--- src/verilog/dpram_pkg.sv ---
// Contract
// RQ1: address strobe drives only the valid flag
// RQ2: ready flag follows the port enable
// RQ3: valid flag is strobe delayed by latency
// RQ4: user strobes only while ready is high
// RQ5: port A width from 1 to 256
// RQ6: port A depth 2 to 1M, 256K small
// RQ7: port B width is A times power-of-two
// RQ8: B depth keeps total size, at least 2
// RQ9: ports read/write, write-only or read-only
// RQ10: write-first default, read-first, no-change modes
// RQ11: write-first shows written data after latency
// RQ12: read-first shows old data after latency
// RQ13: no-change write keeps last read data
// RQ14: optional input stage adds one cycle
// RQ15: optional extra output stage per port
// RQ16: enable, preset and handshake pins optional
// RQ17: selectable clock edge and control polarities
// RQ18: disabled port holds output, no write
// RQ19: preset loads output register, gated by enable
// RQ20: collisions store written data, reads may fail
// RQ21: valid line on port edge, cleared at reset
package dpram_pkg;

    localparam int unsigned DPRAM_APB_AW       = 8;
    localparam logic [7:0]  DPRAM_CTRL_OFS     = 8'h00;
    localparam logic [7:0]  DPRAM_STATUS_OFS   = 8'h04;
    localparam logic [7:0]  DPRAM_LATENCY_OFS  = 8'h08;
    localparam int unsigned DPRAM_CTRL_GATE_A  = 0;
    localparam int unsigned DPRAM_CTRL_GATE_B  = 1;
    localparam logic [1:0]  DPRAM_CTRL_RESET   = 2'h3;
    localparam int unsigned DPRAM_LAT_A_LSB    = 0;
    localparam int unsigned DPRAM_LAT_B_LSB    = 4;
    localparam int unsigned DPRAM_LAT_FIELD_W  = 4;

    localparam int unsigned DPRAM_WIDTH_MIN    = 1;
    localparam int unsigned DPRAM_WIDTH_MAX    = 256;
    localparam int unsigned DPRAM_DEPTH_MIN    = 2;
    localparam int unsigned DPRAM_DEPTH_MAX    = 1048576;
    localparam int unsigned DPRAM_DEPTH_MAX_SM = 262144;
    localparam int unsigned DPRAM_RATIO_MAX    = 32;
    localparam int unsigned DPRAM_RATIO_MAX_SM = 16;
    localparam int unsigned DPRAM_DEPTH_B_MIN  = 2;
    localparam int unsigned DPRAM_BASE_LAT     = 1;

    typedef enum logic [1:0] {
        DPRAM_WRITE_FIRST,
        DPRAM_READ_FIRST,
        DPRAM_NO_CHANGE
    } dpram_wmode_t;

    typedef enum logic [1:0] {
        DPRAM_READ_WRITE,
        DPRAM_WRITE_ONLY,
        DPRAM_READ_ONLY
    } dpram_pcfg_t;

    typedef struct packed {
        logic gate_b;
        logic gate_a;
    } dpram_ctrl_t;

    typedef struct packed {
        logic valid_b;
        logic valid_a;
        logic ready_b;
        logic ready_a;
    } dpram_status_t;

endpackage

--- src/verilog/dpram_handshake.sv ---
`timescale 1ns/10ps
module dpram_handshake
    import dpram_pkg::*;
#(
    parameter int unsigned LAT     = 1,
    parameter bit          PRESENT = 1'b1
) (
    input  logic clk,
    input  logic rst_n,
    input  logic ce,
    input  logic gate_active,
    input  logic new_address_strobe,
    output logic accept_ready_flag,
    output logic output_valid
);
    logic [LAT-1:0] line_q;

    // the line shifts regardless of the gate so the lag stays exact
    generate
        if (LAT == 1) begin : g_one
            always_ff @(posedge clk or negedge rst_n) begin
                if (!rst_n) begin
                    line_q <= '0; // RQ21
                end else if (ce) begin
                    line_q <= new_address_strobe; // RQ1
                end
            end
        end else begin : g_many
            always_ff @(posedge clk or negedge rst_n) begin
                if (!rst_n) begin
                    line_q <= '0; // RQ21
                end else if (ce) begin
                    line_q <= {line_q[LAT-2:0], new_address_strobe}; // RQ1
                end
            end
        end
    endgenerate

    assign output_valid      = PRESENT & line_q[LAT-1]; // RQ3
    assign accept_ready_flag = PRESENT & gate_active; // RQ2
endmodule

--- src/verilog/dpram_top.sv ---
`timescale 1ns/10ps
module dpram_top
    import dpram_pkg::*;
#(
    parameter bit           SMALL_PRIM    = 1'b0,
    parameter int unsigned  WIDTH_A       = 8,
    parameter int unsigned  DEPTH_A       = 256,
    parameter int unsigned  RATIO         = 1,
    parameter dpram_pcfg_t  CFG_A         = DPRAM_READ_WRITE,
    parameter dpram_pcfg_t  CFG_B         = DPRAM_READ_WRITE,
    parameter dpram_wmode_t MODE_A        = DPRAM_WRITE_FIRST,
    parameter dpram_wmode_t MODE_B        = DPRAM_WRITE_FIRST,
    parameter bit           IN_REG_A      = 1'b0,
    parameter bit           IN_REG_B      = 1'b0,
    parameter bit           OUT_REG_A     = 1'b0,
    parameter bit           OUT_REG_B     = 1'b0,
    parameter bit           HAS_GATE_A    = 1'b1,
    parameter bit           HAS_GATE_B    = 1'b1,
    parameter bit           HAS_PRESET_A  = 1'b1,
    parameter bit           HAS_PRESET_B  = 1'b1,
    parameter bit           HAS_HS_A      = 1'b1,
    parameter bit           HAS_HS_B      = 1'b1,
    parameter bit           NEG_EDGE      = 1'b0,
    parameter bit           GATE_LOW_A    = 1'b0,
    parameter bit           GATE_LOW_B    = 1'b0,
    parameter bit           STORE_LOW_A   = 1'b0,
    parameter bit           STORE_LOW_B   = 1'b0,
    parameter bit           PRESET_LOW_A  = 1'b0,
    parameter bit           PRESET_LOW_B  = 1'b0,
    parameter logic [WIDTH_A-1:0]       PRESET_VAL_A = '0,
    parameter logic [WIDTH_A*RATIO-1:0] PRESET_VAL_B = '0,
    localparam int unsigned WIDTH_B  = WIDTH_A * RATIO,
    localparam int unsigned DEPTH_B  = DEPTH_A / RATIO,
    localparam int unsigned AW_A     = (DEPTH_A > 1) ? $clog2(DEPTH_A) : 1,
    localparam int unsigned AW_B     = (DEPTH_B > 1) ? $clog2(DEPTH_B) : 1
) (
    input  logic                    pclk,
    input  logic                    presetn,
    input  logic                    ce,

    input  logic                    psel,
    input  logic                    penable,
    input  logic                    pwrite,
    input  logic [DPRAM_APB_AW-1:0] paddr,
    input  logic [31:0]             pwdata,
    input  logic [3:0]              pstrb,
    output logic [31:0]             prdata,
    output logic                    pready,
    output logic                    pslverr,

    input  logic                    port_a_gate,
    input  logic                    port_a_store_strobe,
    input  logic                    port_a_output_preset,
    input  logic [AW_A-1:0]         port_a_addr,
    input  logic [WIDTH_A-1:0]      port_a_write_bus,
    output logic [WIDTH_A-1:0]      port_a_read_bus,
    input  logic                    port_a_new_address_strobe,
    output logic                    port_a_accept_ready_flag,
    output logic                    port_a_output_valid,

    input  logic                    port_b_gate,
    input  logic                    port_b_store_strobe,
    input  logic                    port_b_output_preset,
    input  logic [AW_B-1:0]         port_b_addr,
    input  logic [WIDTH_B-1:0]      port_b_write_bus,
    output logic [WIDTH_B-1:0]      port_b_read_bus,
    input  logic                    port_b_new_address_strobe,
    output logic                    port_b_accept_ready_flag,
    output logic                    port_b_output_valid
);
    localparam int unsigned LAT_A = DPRAM_BASE_LAT + IN_REG_A + OUT_REG_A;
    localparam int unsigned LAT_B = DPRAM_BASE_LAT + IN_REG_B + OUT_REG_B;
    localparam int unsigned DMAX  = SMALL_PRIM ? DPRAM_DEPTH_MAX_SM : DPRAM_DEPTH_MAX;
    localparam int unsigned RMAX  = SMALL_PRIM ? DPRAM_RATIO_MAX_SM : DPRAM_RATIO_MAX;

    // elaboration checks on the build options
    generate
        if (WIDTH_A < DPRAM_WIDTH_MIN || WIDTH_A > DPRAM_WIDTH_MAX) begin : g_bad_w
            $error("port A width out of range"); // RQ5
        end
        if (DEPTH_A < DPRAM_DEPTH_MIN || DEPTH_A > DMAX) begin : g_bad_d
            $error("port A depth out of range"); // RQ6
        end
        if (RATIO < 1 || RATIO > RMAX || (RATIO & (RATIO - 1)) != 0) begin : g_bad_r
            $error("width ratio must be a power of two within limit"); // RQ7
        end
        if (DEPTH_A % RATIO != 0 || DEPTH_B < DPRAM_DEPTH_B_MIN) begin : g_bad_db
            $error("port B depth invalid"); // RQ8
        end
        if (CFG_A == DPRAM_WRITE_ONLY && CFG_B == DPRAM_WRITE_ONLY) begin : g_bad_cfg
            $error("only one port may be write-only"); // RQ9
        end
        if (SMALL_PRIM && (MODE_A != DPRAM_WRITE_FIRST || MODE_B != DPRAM_WRITE_FIRST)) begin : g_bad_m
            $error("small primitive supports write-first only"); // RQ10
        end
        if (SMALL_PRIM && (PRESET_VAL_A != '0 || PRESET_VAL_B != '0)) begin : g_bad_p
            $error("small primitive preset value must be zero"); // RQ19
        end
    endgenerate

    // one clock for both ports; a falling-edge build inverts it
    logic mem_clk;
    assign mem_clk = NEG_EDGE ? ~pclk : pclk; // RQ17

    dpram_ctrl_t   ctrl_q;
    dpram_status_t status;
    logic [31:0]   prdata_q;

    // normalised controls
    logic gate_a;
    logic gate_b;
    logic store_a;
    logic store_b;
    logic preset_a;
    logic preset_b;

    assign gate_a   = (HAS_GATE_A ? (port_a_gate ^ GATE_LOW_A) : 1'b1) & ctrl_q.gate_a; // RQ16 RQ17
    assign gate_b   = (HAS_GATE_B ? (port_b_gate ^ GATE_LOW_B) : 1'b1) & ctrl_q.gate_b; // RQ16 RQ17
    assign store_a  = (port_a_store_strobe ^ STORE_LOW_A) & (CFG_A != DPRAM_READ_ONLY); // RQ9 RQ17
    assign store_b  = (port_b_store_strobe ^ STORE_LOW_B) & (CFG_B != DPRAM_READ_ONLY); // RQ9 RQ17
    assign preset_a = HAS_PRESET_A & (port_a_output_preset ^ PRESET_LOW_A); // RQ16 RQ17
    assign preset_b = HAS_PRESET_B & (port_b_output_preset ^ PRESET_LOW_B); // RQ16 RQ17

    // address, data and write strobe as seen by the array
    logic [AW_A-1:0]    m_addr_a;
    logic [AW_B-1:0]    m_addr_b;
    logic [WIDTH_A-1:0] m_din_a;
    logic [WIDTH_B-1:0] m_din_b;
    logic               m_we_a;
    logic               m_we_b;

    generate
        if (IN_REG_A) begin : g_in_a
            logic [AW_A-1:0]    addr_q;
            logic [WIDTH_A-1:0] din_q;
            logic               we_q;
            always_ff @(posedge mem_clk or negedge presetn) begin
                if (!presetn) begin
                    addr_q <= '0;
                    din_q  <= '0;
                    we_q   <= 1'b0;
                end else if (ce) begin
                    addr_q <= port_a_addr; // RQ14
                    din_q  <= port_a_write_bus; // RQ14
                    we_q   <= store_a; // RQ14
                end
            end
            assign m_addr_a = addr_q;
            assign m_din_a  = din_q;
            assign m_we_a   = we_q;
        end else begin : g_dir_a
            assign m_addr_a = port_a_addr;
            assign m_din_a  = port_a_write_bus;
            assign m_we_a   = store_a;
        end
        if (IN_REG_B) begin : g_in_b
            logic [AW_B-1:0]    addr_q;
            logic [WIDTH_B-1:0] din_q;
            logic               we_q;
            always_ff @(posedge mem_clk or negedge presetn) begin
                if (!presetn) begin
                    addr_q <= '0;
                    din_q  <= '0;
                    we_q   <= 1'b0;
                end else if (ce) begin
                    addr_q <= port_b_addr; // RQ14
                    din_q  <= port_b_write_bus; // RQ14
                    we_q   <= store_b; // RQ14
                end
            end
            assign m_addr_b = addr_q;
            assign m_din_b  = din_q;
            assign m_we_b   = we_q;
        end else begin : g_dir_b
            assign m_addr_b = port_b_addr;
            assign m_din_b  = port_b_write_bus;
            assign m_we_b   = store_b;
        end
    endgenerate

    // storage kept in port A words; a B word spans RATIO of them, lowest first
    logic [WIDTH_A-1:0] mem [DEPTH_A];
    logic [WIDTH_A-1:0] rd_a;
    logic [WIDTH_B-1:0] rd_b;

    function automatic int unsigned b_index(input logic [AW_B-1:0] addr, input int unsigned lane);
        b_index = int'(addr) * RATIO + lane;
    endfunction

    assign rd_a = (int'(m_addr_a) < DEPTH_A) ? mem[m_addr_a] : '0;

    generate
        for (genvar g = 0; g < RATIO; g++) begin : g_lane
            assign rd_b[g*WIDTH_A +: WIDTH_A] =
                (b_index(m_addr_b, g) < DEPTH_A) ? mem[AW_A'(b_index(m_addr_b, g))] : '0;
        end
    endgenerate

    // port B writes after port A so a same-word collision still stores one whole word
    always_ff @(posedge mem_clk) begin
        if (ce) begin
            if (gate_a && m_we_a && int'(m_addr_a) < DEPTH_A) begin
                mem[m_addr_a] <= m_din_a; // RQ18 RQ20
            end
            for (int i = 0; i < RATIO; i++) begin
                if (gate_b && m_we_b && b_index(m_addr_b, i) < DEPTH_A) begin
                    mem[AW_A'(b_index(m_addr_b, i))] <= m_din_b[i*WIDTH_A +: WIDTH_A]; // RQ18 RQ20
                end
            end
        end
    end

    // first output stage: the read latch of each port
    logic [WIDTH_A-1:0] lat_a_q;
    logic [WIDTH_B-1:0] lat_b_q;

    always_ff @(posedge mem_clk or negedge presetn) begin
        if (!presetn) begin
            lat_a_q <= '0;
        end else if (ce && gate_a) begin // RQ18
            if (preset_a) begin
                lat_a_q <= PRESET_VAL_A; // RQ19
            end else if (m_we_a) begin
                case (MODE_A)
                    DPRAM_WRITE_FIRST: lat_a_q <= m_din_a; // RQ11
                    DPRAM_READ_FIRST:  lat_a_q <= rd_a; // RQ12
                    DPRAM_NO_CHANGE:   lat_a_q <= lat_a_q; // RQ13
                    default:           lat_a_q <= m_din_a;
                endcase
            end else begin
                lat_a_q <= rd_a;
            end
        end
    end

    always_ff @(posedge mem_clk or negedge presetn) begin
        if (!presetn) begin
            lat_b_q <= '0;
        end else if (ce && gate_b) begin // RQ18
            if (preset_b) begin
                lat_b_q <= PRESET_VAL_B; // RQ19
            end else if (m_we_b) begin
                case (MODE_B)
                    DPRAM_WRITE_FIRST: lat_b_q <= m_din_b; // RQ11
                    DPRAM_READ_FIRST:  lat_b_q <= rd_b; // RQ12
                    DPRAM_NO_CHANGE:   lat_b_q <= lat_b_q; // RQ13
                    default:           lat_b_q <= m_din_b;
                endcase
            end else begin
                lat_b_q <= rd_b;
            end
        end
    end

    // optional extra output stage; preset reaches it too so the pin shows the value at once
    logic [WIDTH_A-1:0] out_a;
    logic [WIDTH_B-1:0] out_b;

    generate
        if (OUT_REG_A) begin : g_out_a
            logic [WIDTH_A-1:0] pipe_q;
            always_ff @(posedge mem_clk or negedge presetn) begin
                if (!presetn) begin
                    pipe_q <= '0;
                end else if (ce && gate_a) begin // RQ18
                    pipe_q <= preset_a ? PRESET_VAL_A : lat_a_q; // RQ15 RQ19
                end
            end
            assign out_a = pipe_q;
        end else begin : g_noout_a
            assign out_a = lat_a_q;
        end
        if (OUT_REG_B) begin : g_out_b
            logic [WIDTH_B-1:0] pipe_q;
            always_ff @(posedge mem_clk or negedge presetn) begin
                if (!presetn) begin
                    pipe_q <= '0;
                end else if (ce && gate_b) begin // RQ18
                    pipe_q <= preset_b ? PRESET_VAL_B : lat_b_q; // RQ15 RQ19
                end
            end
            assign out_b = pipe_q;
        end else begin : g_noout_b
            assign out_b = lat_b_q;
        end
    endgenerate

    // a write-only port has no read bus; it reads as zero
    assign port_a_read_bus = (CFG_A == DPRAM_WRITE_ONLY) ? '0 : out_a; // RQ9
    assign port_b_read_bus = (CFG_B == DPRAM_WRITE_ONLY) ? '0 : out_b; // RQ9

    // handshake; strobes outside the ready window are the user's fault and are not filtered
    dpram_handshake #(
        .LAT     (LAT_A),
        .PRESENT (HAS_HS_A)
    ) u_hs_a (
        .clk                (mem_clk),
        .rst_n              (presetn),
        .ce                 (ce),
        .gate_active        (gate_a),
        .new_address_strobe (port_a_new_address_strobe), // RQ4
        .accept_ready_flag  (port_a_accept_ready_flag),
        .output_valid       (port_a_output_valid)
    );

    dpram_handshake #(
        .LAT     (LAT_B),
        .PRESENT (HAS_HS_B)
    ) u_hs_b (
        .clk                (mem_clk),
        .rst_n              (presetn),
        .ce                 (ce),
        .gate_active        (gate_b),
        .new_address_strobe (port_b_new_address_strobe), // RQ4
        .accept_ready_flag  (port_b_accept_ready_flag),
        .output_valid       (port_b_output_valid)
    );

    // apb slave; ce low stalls the bus instead of dropping writes
    logic access;
    logic mapped;

    assign access = psel & penable;
    assign mapped = (paddr == DPRAM_CTRL_OFS) || (paddr == DPRAM_STATUS_OFS)
                 || (paddr == DPRAM_LATENCY_OFS);
    assign pready  = ce;
    assign pslverr = access & ~mapped;
    assign prdata  = prdata_q;

    assign status.valid_b = port_b_output_valid;
    assign status.valid_a = port_a_output_valid;
    assign status.ready_b = port_b_accept_ready_flag;
    assign status.ready_a = port_a_accept_ready_flag;

    always_ff @(posedge pclk or negedge presetn) begin
        if (!presetn) begin
            ctrl_q <= DPRAM_CTRL_RESET;
        end else if (ce && access && pwrite && pstrb[0] && paddr == DPRAM_CTRL_OFS) begin
            ctrl_q.gate_a <= pwdata[DPRAM_CTRL_GATE_A];
            ctrl_q.gate_b <= pwdata[DPRAM_CTRL_GATE_B];
        end
    end

    // read data is captured in the setup cycle, one cycle before it is taken
    always_ff @(posedge pclk or negedge presetn) begin
        if (!presetn) begin
            prdata_q <= '0;
        end else if (ce && psel && !penable && !pwrite) begin
            prdata_q <= '0;
            case (paddr)
                DPRAM_CTRL_OFS: begin
                    prdata_q[DPRAM_CTRL_GATE_A] <= ctrl_q.gate_a;
                    prdata_q[DPRAM_CTRL_GATE_B] <= ctrl_q.gate_b;
                end
                DPRAM_STATUS_OFS: begin
                    prdata_q[$bits(dpram_status_t)-1:0] <= status;
                end
                DPRAM_LATENCY_OFS: begin
                    prdata_q[DPRAM_LAT_A_LSB +: DPRAM_LAT_FIELD_W] <= DPRAM_LAT_FIELD_W'(LAT_A);
                    prdata_q[DPRAM_LAT_B_LSB +: DPRAM_LAT_FIELD_W] <= DPRAM_LAT_FIELD_W'(LAT_B);
                end
                default: begin
                    prdata_q <= '0;
                end
            endcase
        end
    end
endmodule

--- config.mk ---
export PLATFORM = sky130hd
export DESIGN_NAME = dpram_top
export DESIGN_NICKNAME = d
export VERILOG_FILES = /design/src/verilog/dpram_pkg.sv /design/src/verilog/dpram_handshake.sv /design/src/verilog/dpram_top.sv
export SDC_FILE = /design/constraint.sdc
export NUM_CORES = 2
export LEC_CHECK = 0
export ABC_AREA = 0
export BUFFER_PORTS_ARGS = -buffer_cell sky130_fd_sc_hd__buf_2
export CAP_MARGIN = 15
export CORE_ASPECT_RATIO = 0.9
export CORE_MARGIN = 1.5
export CORE_UTILIZATION = 58
export DETAILED_ROUTE_END_ITERATION = 10
export PLACE_DENSITY = 0.77
export SLEW_MARGIN = 0
export SYNTH_ARGS = -nofsm -noshare
export SYNTH_HDL_FRONTEND = slang
export SYNTH_SLANG_ARGS = --single-unit
--- constraint.sdc ---
create_clock -name pclk -period 2.7 [get_ports pclk]
set_clock_uncertainty 0.05 [all_clocks]
set_input_delay 0.135 -clock pclk [delete_from_list [all_inputs] [get_ports pclk]]
set_output_delay 0.135 -clock pclk [all_outputs]
set_load 0.05 [all_outputs]
==> out/metrics.cfg <==
[synth]
synthCells=7622
synth-main-ff-cell=edfxtp_1
syn-cell-area_mm2=0.122
synth_warnings=0
synth-seq-cells=2073
ys_types=50
postSynthAreaPerCell_um2=16.0
synth-edff-count=2048
synth-async-reset-ratio_pct=1.21
ys_seq_area_share_pct=50.8

[timing]
slew_headroom_pct=23.3
hold_violations=0
fin_crit_sh_pct=102
fmax_mhz=362
setup_viol=10
rsz0062_at_grt=true
postLayoutSetupSlackWorst_ps=-59.7
slew_viol_final=0
worst_pin_slew_ps=1150
fin_hold_ws_ps=5.70
fin_crit_ps=2760

[clock_tree]
cts_sinks=2073
cts_tree=done
h-tree-depth=4
clk_pin_slew_ps=60
cts.path.max_buffers=3
root_buffer=clkbuf_16
numCtsBuffers=214
clk_latency_ps=910

[worst_setup_path]
critPathMaxFanout=2
end_kind=flop
worstPathRequired_ps=3430
r2r_slack_ps=-60
path_class=reg2reg
startpoint_type=flop
cp.arrival_ps=3490

[routing]
drcViolationCount=0
dr.pass1.iters=7
ant_nets=0
vias_per_cell=7.72
vias=88336
drt_iter0_drc=15413
post_drt_wl_per_cell_um=41.6
finalWirelength_um=476000

[floorplanning]
rows=159
start_util_pct=58.5
die_width_um=487
ioPinCount=144
die_h_um=438
coreArea_mm2=0.209
die_area_mm2=0.213

[grt]
grt-busiest-layer=met2
grt_pass1_vias=85663
grt_util_all_layers_pct=44.3
antenna_found_initial=49
gr-usage-met1_pct=58.3
grt_max_degree=108
grt_use_met3_pct=16.1
grt_first_pass_wirelength_um=664000
grt_overflow=0
gr-usage-met2_pct=63.1

[run_status]
outcome=complete, but fails checks
violations=setup timing

[finish]
post-route-util_pct=69.2
area_growth_pct=18.5
layoutNonFillerInstCount=11446
nets=8487
drive_above_1_share_pct=59.6

[power]
power_mw=76.5
max-vdd-ir-drop_uv=561
leakage_nw=47.9
p_per_area_mw_per_mm2=529

[place]
portBuffers=83
gp_congestion=1.04
numPlacedInstances=10944
place_hpwl_um=327000

[worst_hold_path]
hold_path.class=in2reg

[run]
drv_cap=0

-- Yosys cell counts, types with 2 or more instances --
library cell | instances | area [µm²]
buf_2 | 119 | 596
nand3_1 | 23 | 115
nor2b_1 | 19 | 119
a21oi_1 | 204 | 1020
a221oi_1 | 2 | 17.5
mux2_2 | 2052 | 23100
dfrtp_1 | 23 | 576
nor3_1 | 17 | 85.1
buf_4 | 48 | 360
or3_1 | 3 | 18.8
dfstp_2 | 2 | 52.6
a21boi_0 | 2 | 15.0
o21bai_1 | 11 | 82.6
nor2_2 | 18 | 113
mux2i_1 | 4 | 40.0
nor2_1 | 143 | 537
nand4_1 | 12 | 75.1
buf_1 | 65 | 244
or2_2 | 3 | 18.8
nand2_1 | 235 | 882
o41ai_1 | 50 | 438
o22ai_1 | 104 | 651
and4_1 | 5 | 43.8
a22oi_1 | 402 | 3020
mux4_2 | 1090 | 24500
nor4_1 | 5 | 31.3
and2_1 | 8 | 50.1
clkbuf_1 | 688 | 2580
buf_6 | 9 | 101
o21ai_0 | 152 | 761
o31ai_1 | 7 | 52.6
nand2b_1 | 12 | 75.1
edfxtp_1 | 2048 | 61500
nor3_2 | 12 | 120
inv_1 | 3 | 11.3
a21o_1 | 8 | 60.1
-- layout by cell type (no fill, tap or decap), types with 16 or more instances in the layout --
master,netlist,layout
a21oi_1,204,192
a22oi_1,402,386
a22oi_2,0,16
buf_12,0,241
buf_2,119,63
buf_4,48,1071
buf_8,0,21
bufinv_16,0,34
clkbuf_1,688,37
clkbuf_16,0,217
clkinv_1,1,44
clkinv_2,0,34
clkinvlp_4,0,19
conb_1,1,27
dfrtp_1,23,23
diode_2,0,43
dlygate4sd3_1,0,52
edfxtp_1,2048,2048
mux2_2,2052,2052
mux4_2,1090,1090
nand2_1,235,201
nand2_2,0,33
nor2_1,143,126
nor2_2,18,30
o21ai_0,152,108
o21ai_1,1,23
o21ai_2,0,17
o22ai_1,104,69
o22ai_2,0,33
o41ai_1,50,19
o41ai_2,0,22
-- final timing paths --
kind	start	endpoint	depth (start not counted)
hold reg to reg	prdata[1]	prdata[1]	2
setup / recovery	mem[166][6]	port_b_read_bus[6]	7
min in group asynchronous	presetn	ctrl_q[1]	3
hold / removal	port_a_write_bus[1]	mem[238][1]	2
setup reg to reg	mem[166][6]	port_b_read_bus[6]	7
max in group asynchronous	presetn	port_a_read_bus[6]	4
-- cell families after synthesis --
kind of cell	count (synthesis)	share of synthesized area [%]
other cells	1	0.00307
flops	2073	50.8
buf+inv	933	3.19
compound gates	949	5.05
simple gates	520	1.90
mux	3146	39.0
-- report_power, final --
group	total, mW	switching (mW)	internal [mW]
clock network	31.8	13.8	18.0
logic	9.43	5.48	3.96
registers	35.3	0.0106	35.3
total	76.5	19.2	57.3
-- flip-flops by register name, indices dropped and copies added, names as in the netlist --
register and count:
port_a_read_bus 8, u_hs_b.output_valid 1, u_hs_a.output_valid 1, port_b_read_bus 8
ctrl_q 2, mem 2048, prdata 5
-- metrics by stage --
| step | setup TNS [ps] | setup WS, ps | area [µm²] |
|---|---|---|---|
| final | -307 | -59.7 | 145000 |
| after global routing | -312 | -45.2 | 145000 |
| after CTS | -21.0 | -18.8 | 144000 |
| after detailed placement | -25220 | -1040 | 136000 |
| after global placement | -45030 | -1540 | 136000 |
| after floorplan | -26930 | -149 | 123000 |
-- metal layers --
layer / share of wire (%) / vias up
li1: - / 33159
met1: 34 / 45079
met2: 43 / 8382
met3: 16 / 1688
met4: 7.4 / 28
met5: 0.041 / -
-- what timing repair did --
action | 4_1_cts | 5_1_grt
setup endpoints to repair | 417 | 772
endpoints found under the hold margin | 371 | 0
pin swaps | 7 | 16
hold buffers | 53 | 0
gates resized for setup | 50 | 73
setup buffers | 0 | 2
gates cloned | 0 | 1
-- area by class of cell --
type / count / area (µm²)
well taps: 2817 / 3520
flip-flops and latches: 2073 / 62100
diodes: 43 / 108
clock inverters: 151 / 1770
multi-input cells: 4642 / 57500
repair buffers: 1462 / 14200
fillers: 13645 / 64300
inverters: 4 / 15.0
clock buffers: 254 / 5560
-- critical path, stage by stage (launching register included) --
cell	delay [ps]
edfxtp_1	410
mux4_2	510
a22oi_1	410
a21oi_1	270
o41ai_2	520
buf_4	230
nand4_1	80
a21o_1	160
Note: power is estimated with default switching activity, not from simulation.
